--- config.mk ---
export PLATFORM = sky130hd
export DESIGN_NAME = tlia_top
export DESIGN_NICKNAME = d
export VERILOG_FILES = /design/src/verilog/tlia_pkg.sv /design/src/verilog/tlia_top.sv
export SDC_FILE = /design/constraint.sdc
export NUM_CORES = 1
export LEC_CHECK = 0
export ABC_AREA = 1
export CAP_MARGIN = 20
export CORE_MARGIN = 3
export CORE_UTILIZATION = 60
export DETAILED_ROUTE_END_ITERATION = 6
export DONT_BUFFER_PORTS = 1
export PLACE_DENSITY = 0.73
export SKIP_LAST_GASP = 1
export SLEW_MARGIN = 20
export SYNTH_ARGS = -nofsm -noshare
export SYNTH_HDL_FRONTEND = slang
export SYNTH_SLANG_ARGS = --single-unit
--- constraint.sdc ---
create_clock -name MCLK_I -period 3.4 [get_ports MCLK_I]
set_input_delay 0.17 -clock MCLK_I [delete_from_list [all_inputs] [get_ports MCLK_I]]
set_output_delay 0.17 -clock MCLK_I [all_outputs]
set_load 0.05 [all_outputs]
--- src/verilog/tlia_pkg.sv ---
`default_nettype none
package tlia_pkg;
	// group numbering used for latch, mask and live arrays
	localparam int NUM_GRP = 10;
	localparam int GRP_GENERAL = 0;
	localparam int GRP_TEMP = 1;
	localparam int GRP_MODE = 2;
	localparam int GRP_CONV_OC = 3;
	localparam int GRP_LIN_OC = 4;
	localparam int GRP_CONV_UV = 5;
	localparam int GRP_CONV_OV = 6;
	localparam int GRP_LIN_UV = 7;
	localparam int GRP_LIN_OV = 8;
	localparam int GRP_BUTTON = 9;
	// register index map: group g latch at 3g, mask at 3g+1, live at 3g+2
	localparam int ADDR_W = 5;
	localparam logic [4:0] IDX_ENABLE_PINS = 5'h1E;
	localparam logic [4:0] IDX_SUMMARY = 5'h1F;
	// implemented bit positions, group 9 first
	localparam logic [9:0][7:0] FLAG_VALID = {
		8'hFF, 8'h01, 8'h01, 8'h43, 8'h43, 8'h01, 8'h43, 8'h43, 8'hFF, 8'hFB};
	localparam logic [9:0][7:0] LIVE_VALID = {
		8'h81, 8'h01, 8'h01, 8'h43, 8'h43, 8'h01, 8'h43, 8'h00, 8'hFF, 8'h03};
	localparam logic [7:0] ENABLE_PIN_VALID = 8'h0F;
	localparam logic [7:0] MASK_RESET = 8'hFF;
	localparam logic [7:0] FLAG_RESET = 8'h00;
	// summary bit positions
	localparam int SUM_GENERAL = 0;
	localparam int SUM_SECOND = 1;
	localparam int SUM_MODE = 2;
	localparam int SUM_OC = 3;
	localparam int SUM_UV = 4;
	localparam int SUM_OV = 5;
	localparam int SUM_BUTTON = 6;
	localparam int SUM_WARN = 7;
	// warning lead times and their cycle counts at the core clock
	localparam int CLK_PERIOD_NS = 10;
	localparam int LEAD0_US = 100;
	localparam int LEAD1_US = 5000;
	localparam int LEAD2_MS = 20;
	localparam int LEAD3_MS = 50;
	localparam int LEAD0_CYC = LEAD0_US * 1000 / CLK_PERIOD_NS;
	localparam int LEAD1_CYC = LEAD1_US * 1000 / CLK_PERIOD_NS;
	localparam int LEAD2_CYC = LEAD2_MS * 1000000 / CLK_PERIOD_NS;
	localparam int LEAD3_CYC = LEAD3_MS * 1000000 / CLK_PERIOD_NS;
	localparam int CNT_W = 23;
	localparam logic [22:0] CNT_RESET = 23'h00_0000;

	typedef struct packed {
		logic rd;
		logic wr;
		logic [4:0] addr;
		logic [7:0] wdata;
	} tlia_req_t;

	typedef struct packed {
		logic [9:0][7:0] grp;
	} tlia_bits_t;

	typedef struct packed {
		logic [9:0][7:0] flag;
		logic [9:0][7:0] mask;
		logic [7:0] summary;
		logic irq_n;
		logic irq_oe;
		logic [7:0] rdata;
		logic warn_run;
		logic [22:0] warn_cnt;
		logic go;
	} tlia_state_t;
endpackage : tlia_pkg
`default_nettype wire

--- src/verilog/tlia_top.sv ---
`default_nettype none
// Overview of operation
// - summary register points to pending second-level group
// - summary bit0: general group unmasked pending
// - summary bit1: second general group pending
// - summary bit2: converter mode group pending
// - summary bit3: any unmasked overcurrent latch
// - summary bit4: any unmasked undervoltage latch
// - summary bit5: any unmasked overvoltage latch
// - summary bit6: push-button group pending
// - summary bit7: early warning, selectable lead
// - summary bits 0-6 need latch set and unmasked; bit7 is set by the warning request
// - summary bits 0-6 clear themselves when latches clear; bit7 holds until reset
// - interrupt low while any summary bit
// - same bit positions; unused bits read zero
// - button latches: bandgap, holds, release, press
// - latch set by event, write-one clears
// - mask one blocks latch from interrupt
// - live bits show current condition state
// - bypassed faults still latch and interrupt
module tlia_top #(
	parameter int LEAD0_CYC = tlia_pkg::LEAD0_CYC,
	parameter int LEAD1_CYC = tlia_pkg::LEAD1_CYC,
	parameter int LEAD2_CYC = tlia_pkg::LEAD2_CYC,
	parameter int LEAD3_CYC = tlia_pkg::LEAD3_CYC
) (
	input wire logic MCLK_I,
	input wire logic RST_B_I,
	input wire tlia_pkg::tlia_req_t REQ_I,
	input wire tlia_pkg::tlia_bits_t EVENT_I,
	input wire tlia_pkg::tlia_bits_t LIVE_I,
	input wire logic [3:0] ENABLE_PIN_LEVELS_I,
	input wire logic EARLY_WARN_REQ_I,
	input wire logic [1:0] WARNING_LEAD_TIME_SEL_I,
	output logic [7:0] RDATA_O,
	output logic IRQ_OUT_N_O,
	output logic IRQ_OUT_N_OE_O,
	output logic SHUTDOWN_GO_O
);
	tlia_pkg::tlia_state_t s;
	tlia_pkg::tlia_state_t next_s;
	logic [9:0] pend;
	logic [7:0] clr;
	logic [7:0] rd_val;
	logic [22:0] lead;

	// lead time chosen by the nonvolatile setting
	always_comb
	begin
		case (WARNING_LEAD_TIME_SEL_I)
			2'b00: lead = 23'(LEAD0_CYC - 1);
			2'b01: lead = 23'(LEAD1_CYC - 1);
			2'b10: lead = 23'(LEAD2_CYC - 1);
			default: lead = 23'(LEAD3_CYC - 1);
		endcase
	end

	// next state: latches, masks, summary, interrupt, read data, warning timer
	always_comb
	begin
		next_s = s;
		next_s.go = 1'b0;
		pend = '0;
		clr = '0;
		rd_val = '0;
		for (int g = 0; g < tlia_pkg::NUM_GRP; g++)
		begin
			// write-one clear, event set wins over the clear
			clr = (REQ_I.wr && REQ_I.addr == 5'(3 * g)) ? REQ_I.wdata : 8'h00;
			next_s.flag[g] = ((s.flag[g] & ~clr) | EVENT_I.grp[g])
				& tlia_pkg::FLAG_VALID[g];
			if (REQ_I.wr && REQ_I.addr == 5'(3 * g + 1))
			begin
				next_s.mask[g] = REQ_I.wdata & tlia_pkg::FLAG_VALID[g];
			end
			// a set mask bit keeps its latch off the interrupt
			pend[g] = |(next_s.flag[g] & ~next_s.mask[g]);
			if (REQ_I.addr == 5'(3 * g))
			begin
				rd_val = s.flag[g];
			end
			else if (REQ_I.addr == 5'(3 * g + 1))
			begin
				rd_val = s.mask[g];
			end
			else if (REQ_I.addr == 5'(3 * g + 2))
			begin
				rd_val = LIVE_I.grp[g] & tlia_pkg::LIVE_VALID[g];
			end
		end
		if (REQ_I.addr == tlia_pkg::IDX_ENABLE_PINS)
		begin
			rd_val = {4'h0, ENABLE_PIN_LEVELS_I} & tlia_pkg::ENABLE_PIN_VALID;
		end
		else if (REQ_I.addr == tlia_pkg::IDX_SUMMARY)
		begin
			rd_val = s.summary;
		end
		// summary follows the groups, so clearing latches clears it
		next_s.summary[tlia_pkg::SUM_GENERAL] = pend[tlia_pkg::GRP_GENERAL];
		next_s.summary[tlia_pkg::SUM_SECOND] = pend[tlia_pkg::GRP_TEMP];
		next_s.summary[tlia_pkg::SUM_MODE] = pend[tlia_pkg::GRP_MODE];
		next_s.summary[tlia_pkg::SUM_OC] = pend[tlia_pkg::GRP_CONV_OC]
			| pend[tlia_pkg::GRP_LIN_OC];
		next_s.summary[tlia_pkg::SUM_UV] = pend[tlia_pkg::GRP_CONV_UV]
			| pend[tlia_pkg::GRP_LIN_UV];
		next_s.summary[tlia_pkg::SUM_OV] = pend[tlia_pkg::GRP_CONV_OV]
			| pend[tlia_pkg::GRP_LIN_OV];
		next_s.summary[tlia_pkg::SUM_BUTTON] = pend[tlia_pkg::GRP_BUTTON];
		// early warning stays flagged until reset, timer then fires shutdown
		next_s.summary[tlia_pkg::SUM_WARN] = s.summary[tlia_pkg::SUM_WARN];
		if (s.warn_run)
		begin
			if (s.warn_cnt == tlia_pkg::CNT_RESET)
			begin
				next_s.go = 1'b1;
				next_s.warn_run = 1'b0;
			end
			else
			begin
				next_s.warn_cnt = s.warn_cnt - 23'h00_0001;
			end
		end
		else if (EARLY_WARN_REQ_I && !s.summary[tlia_pkg::SUM_WARN])
		begin
			next_s.warn_run = 1'b1;
			next_s.warn_cnt = lead;
			next_s.summary[tlia_pkg::SUM_WARN] = 1'b1;
		end
		// interrupt held low while any summary bit stands
		next_s.irq_n = ~(|next_s.summary);
		next_s.irq_oe = |next_s.summary; // open-drain enable gets its own flop
		next_s.rdata = REQ_I.rd ? rd_val : s.rdata;
	end

	// state register; writes to read-only addresses touch nothing
	always_ff @(posedge MCLK_I or negedge RST_B_I)
	begin
		if (!RST_B_I)
		begin
			for (int g = 0; g < tlia_pkg::NUM_GRP; g++)
			begin
				s.flag[g] <= tlia_pkg::FLAG_RESET;
				s.mask[g] <= tlia_pkg::MASK_RESET & tlia_pkg::FLAG_VALID[g];
			end
			s.summary <= 8'h00;
			s.irq_n <= 1'b1;
			s.irq_oe <= 1'b0;
			s.rdata <= 8'h00;
			s.warn_run <= 1'b0;
			s.warn_cnt <= tlia_pkg::CNT_RESET;
			s.go <= 1'b0;
		end
		else
		begin
			s <= next_s;
		end
	end

	// outputs straight from flops
	assign RDATA_O = s.rdata;
	assign IRQ_OUT_N_O = s.irq_n;
	assign IRQ_OUT_N_OE_O = s.irq_oe;
	assign SHUTDOWN_GO_O = s.go;

	// pending view per group, rebuilt from stored latches and masks for the checks
	logic [9:0] grp_open;
	always_comb
	begin
		for (int g = 0; g < tlia_pkg::NUM_GRP; g++)
		begin
			grp_open[g] = |(s.flag[g] & ~s.mask[g]);
		end
	end
endmodule : tlia_top
`default_nettype wire
==> summary.md <==
| Metric | Value |
|---|---|
| Combinational family with the most area after synthesis | `simple AND/OR/NAND/NOR gates` |
| Standard cell with the maximum stage delay on the critical path | `sky130_fd_sc_hd__dfrtp_1` |
| Die outline area | `around 15,000 um^2` |
| Fin crit period | `2.724 ns` |
| Critical path class | `reg -> reg` |
| Global Route met1 Usage | `40.26%` |
| Distinct cell type count after synthesis | `48` |
| Gpl congestion | `0.9028` |
| Post-detailed-route via-to-cell ratio | `~5.6` |
| Power per cell area | `568.3 nW/um^2` |
| Critical R2R Capture | `s[14]` |
| Pin count of the biggest net entering global routing | `about 160` |
| Commonest cells after routing, fill and taps aside | `226 x sky130_fd_sc_hd__nand2_1, 162 x sky130_fd_sc_hd__inv_1, 122 x sky130_fd_sc_hd__dfrtp_1` |
| Final global-route overflow total | `0` |
| Fraction of synthesized cell area taken by the top area cell type | `a little under two fifths` |
| Worst setup path end | `s[14]` |
| Kind of end point of the critical path | `flop` |
| Sort of element at the start of the critical path | `flop` |
| Register bit count reported by yosys | `roughly 160` |
| Total count of hold-check failures in the final report | `about 160` |
| Synth Area in Simple Gates | `24.13%` |
| Placed inst area | `8270 um^2` |
| Cell with the most instances on the worst path | `sky130_fd_sc_hd__inv_1` |
| Fraction of met3 tracks used by global routing | `7.742%` |
| CP peak stage delay | `between 0.3 and 0.4 ns` |
| Std-Cell Rows | `42` |
| Number of resized instances in the post-cts repair step | `0` |
| Most heavily used metal layer in global routing | `met2` |
| Post-synthesis net count | `around 1.2k` |
| Required time of the critical path | `3.70 ns` |
| Clock latency of the later-clocked register in the worst-skew pair | `between 0.4 and 0.5 ns` |
| Buffers on Ports | `0` |
| Net Sw Power | `1.550 mW` |
| Fmax | `~0.37 GHz` |
| Combinational power share | `16.1%` |
| Arrival time worst endpoint | `approximately 3.0 ns` |
| Multiplexer area fraction after synthesis | `less than 1%` |
| Clock tree root buffer cell | `sky130_fd_sc_hd__clkbuf_16` |
| Height of the die | `122.7 um` |
| Clock transition time at the flip-flop clock pins of the worst setup and hold paths | `roughly 0.060 ns` |
| Worst Reg2Reg Path Length in Cells | `14` |
| Via count | `just over 7k` |
| Met2 layer usage reported by global route | `46.94%` |
| Core region area | `around 13,000 um^2` |
| Start point of the critical path | `s[1]` |
| Measured slew at the worst slew-check pin | `0.6923 ns` |
| Failing checks | `negative hold slack` |
| Prevailing post-synth register cell | `sky130_fd_sc_hd__dfrtp_1` |
| Hold-fix buffers, CTS | `approximately 50` |
| Top-level I/O count | `between 150 and 200` |
| Yosys warns | `0` |
| Clock Path Buffers | `2` |
| Max-cap violation count | `0` |
| Peak supply drop | `around 0.40 mV` |
| Largest area contributor in the synthesized netlist | `sky130_fd_sc_hd__dfrtp_1` |
| First-pass GRT wire length | `between 30,000 and 40,000 um` |
| First-iteration detailed-routing DRC count | `roughly 550` |
| TritonCTS Sinks | `161` |
| Source of the worst register-to-register timing path | `s[1]` |
| Final setup vio count | `0` |
| Cell breakdown of the critical path | `inv_1, ha_1, inv_1, nor2_1, inv_1, nor4_4, nand4_1, nand2_1, inv_2, nor2_2, nor2_1, nand3_1, xor2_1, o21ai_0` |
| Layout overhead on the synthesized area | `14.38%` |
| Post-synth ARST share | `100.0%` |
| DRC | `0` |
| Minimum setup slack among reg-to-reg paths | `~0.68 ns` |
| Share of the yosys chip area belonging to registers | `between 40% and 50%` |
| TritonCTS buffer count | `17` |
| Adder-Cell Fraction of Synth Area | `1.071%` |
| Final period util | `between 80% and 90%` |
| Final instance area | `between 9000 and 10,000 um^2` |
| Clock Skews | `about 0.0065 ns` |
| Setup repair after global routing missed its margin | `no` |
| First-pass iteration count of the detailed router | `5` |
| Overall global routing resource usage | `a little under a third` |
| Status | `finished with violations` |
| Drt total wl | `22,180 um` |
| Number of synthesized flops with an enable pin | `0` |
| Post-synthesis compound-gate area fraction | `13.63%` |
| Switching power as a share of total power | `~29%` |
| Post-DP HPWL | `roughly 15,000 um` |
| Final-layout setup total negative slack | `0 ns` |
| Parity-gate share of the synthesized area counting xor and xnor cells | `0.9640%` |
| Hold Worst Slack | `-0.5639 ns` |
| Antenna violations before repair | `0` |
| Commonest non-fill, non-tap cell in the layout | `sky130_fd_sc_hd__nand2_1` |
| Post-CTS Setup Bufs | `0` |
| Count of antenna diodes in the layout | `0` |
| Leak | `around 4.3 nW` |
| Count of H-tree levels built during CTS | `4` |
| Starting utilization of the core area | `approximately three fifths` |
| Number of nets in the final layout | `about 1.3k` |
| Part of the power in registers | `~48%` |
| Die Wd | `about 120 um` |
| Mapped Area | `between 8000 and 9000 um^2` |
| Kind of path behind the tightest hold check | `in -> async` |
| Remaining antenna violation count | `0` |
| Count of mapped cells out of synthesis | `1,025` |
| Average instance area after synthesis | `about 8 um^2` |
| Worst-path maximum fanout | `9` |
| Vias in the first global route | `6,957` |
| Final routed wire length divided by cell count | `about 18 um` |
| Share of total power in the clock network | `about 36%` |
| Internal power consumption | `between 3 and 4 mW` |
| Final Max Tran Viols | `0` |
| Proportion of layout cells with a drive suffix above 1 | `~11%` |
| Worst slew margin relative to its limit | `a little over half` |
| TritonCTS clock tree | `built` |
| Most area-consuming cells after synthesis | `sky130_fd_sc_hd__dfrtp_1 37%, sky130_fd_sc_hd__dfstp_2 13%, sky130_fd_sc_hd__nand2_1 10%, sky130_fd_sc_hd__inv_1 7.4%, sky130_fd_sc_hd__o21ai_0 5.4%` |
[cell usage after synthesis (2+ instances only)]
library cell                instances
sky130_fd_sc_hd__nand2_1          226
sky130_fd_sc_hd__inv_1            162
sky130_fd_sc_hd__dfrtp_1          122
sky130_fd_sc_hd__nor2_1           107
sky130_fd_sc_hd__o21ai_0           88
sky130_fd_sc_hd__nand3_1           51
sky130_fd_sc_hd__a21oi_1           48
sky130_fd_sc_hd__dfstp_2           39
sky130_fd_sc_hd__nand4_1           15
sky130_fd_sc_hd__or2_2             12
sky130_fd_sc_hd__buf_4             10
sky130_fd_sc_hd__clkbuf_1           9
sky130_fd_sc_hd__inv_2              9
sky130_fd_sc_hd__o211ai_1           9
sky130_fd_sc_hd__a221oi_1           8
sky130_fd_sc_hd__nor3_1             8
sky130_fd_sc_hd__xor2_1             8
sky130_fd_sc_hd__ha_1               7
sky130_fd_sc_hd__nor2_2             7
sky130_fd_sc_hd__nor4_1             7
sky130_fd_sc_hd__o21ai_1            7
sky130_fd_sc_hd__o221ai_1           7
sky130_fd_sc_hd__o22ai_1            7
sky130_fd_sc_hd__buf_2              5
sky130_fd_sc_hd__nand2_2            5
sky130_fd_sc_hd__a31oi_1            4
sky130_fd_sc_hd__buf_6              4
sky130_fd_sc_hd__o2111ai_1          4
sky130_fd_sc_hd__o31ai_1            4
sky130_fd_sc_hd__clkinv_1           2
sky130_fd_sc_hd__nand3b_1           2
sky130_fd_sc_hd__nor2_4             2
sky130_fd_sc_hd__nor3_4             2
sky130_fd_sc_hd__o21a_1             2
sky130_fd_sc_hd__o21bai_1           2
sky130_fd_sc_hd__or4_1              2
[layer usage]
metal | part of all wire, % | vias up
met4 | 3.2 | 0
met2 | 46 | 272
met5 | 0 | -
li1 | - | 3390
met1 | 43 | 3361
met3 | 7.9 | 42
[area by class of cell]
type / instances / area (um^2)
timing repair buffer: 56 / 543.0
clock inverter: 10 / 107.6
clock buffer: 22 / 484.2
multi-input combinational: 662 / 3264
fill: 1081 / 3943
tap: 176 / 220.2
sequential: 161 / 4078
inverter: 174 / 655.6
[state kept, by name, summed over array words and instances, names as in the netlist]
signal and flops:
RDATA_O 8, s 150, IRQ_OUT_N_OE_O 1, IRQ_OUT_N_O 1, SHUTDOWN_GO_O 1
[power groups by stage]
stage,Clock (mW),Sequential (mW),Combinational (mW)
floorplan,0,2.47,0.703
global placement,0,2.56,0.759
detailed placement,0,2.57,0.781
CTS,1.92,2.54,0.840
global route,2.02,2.59,0.972
finish,1.91,2.55,0.855
[cells by family (layout without fill, tap and decap cells)]
| kind of cell | count (synthesis) | count (layout) |
|---|---|---|
| flops | 161 | 161 |
| compound gates | 194 | 194 |
| buf+inv | 202 | 262 |
| mux | 1 | 1 |
| simple gates | 451 | 451 |
| fa+ha+maj | 7 | 7 |
| xor+xnor | 9 | 9 |
[metrics by stage]
| stage | power, mW | util, % | std cells | setup WS, ns |
|---|---|---|---|---|
| after floorplan | 3.172 | - | 1025 | 1.046 |
| after global placement | 3.321 | 62.21 | 1180 | 0.6004 |
| after detailed placement | 3.352 | 62.21 | 1180 | 0.5864 |
| after CTS | 5.308 | 70.35 | 1261 | 0.7219 |
| after global routing | 5.579 | 70.35 | 1261 | 0.3891 |
| final | 5.315 | 70.35 | 1261 | 0.6757 |
[worst max-delay path: cells and delay by family, from the launching register on]
family	cells	cell delay, ns
AOI/OAI and AO/OA	1	0.10
adders and majority gates	1	0.16
xor gates and xnor gates	1	0.18
buffers and inverters	4	0.42
and+or+nand+nor	7	1.36
DFF	1	0.35
[worst min-delay path by stage]
stage	start	cells past startpoint	end
3_5_place_dp	RST_B_I	0	s[81]
2_1_floorplan	RST_B_I	0	IRQ_OUT_N_OE_O
5_1_grt	RST_B_I	0	s[169]
6_report	RST_B_I	0	s[76]
4_1_cts	RST_B_I	0	s[81]
3_3_place_gp	RST_B_I	0	s[169]
No activity file was read; power rests on OpenSTA's default activity.
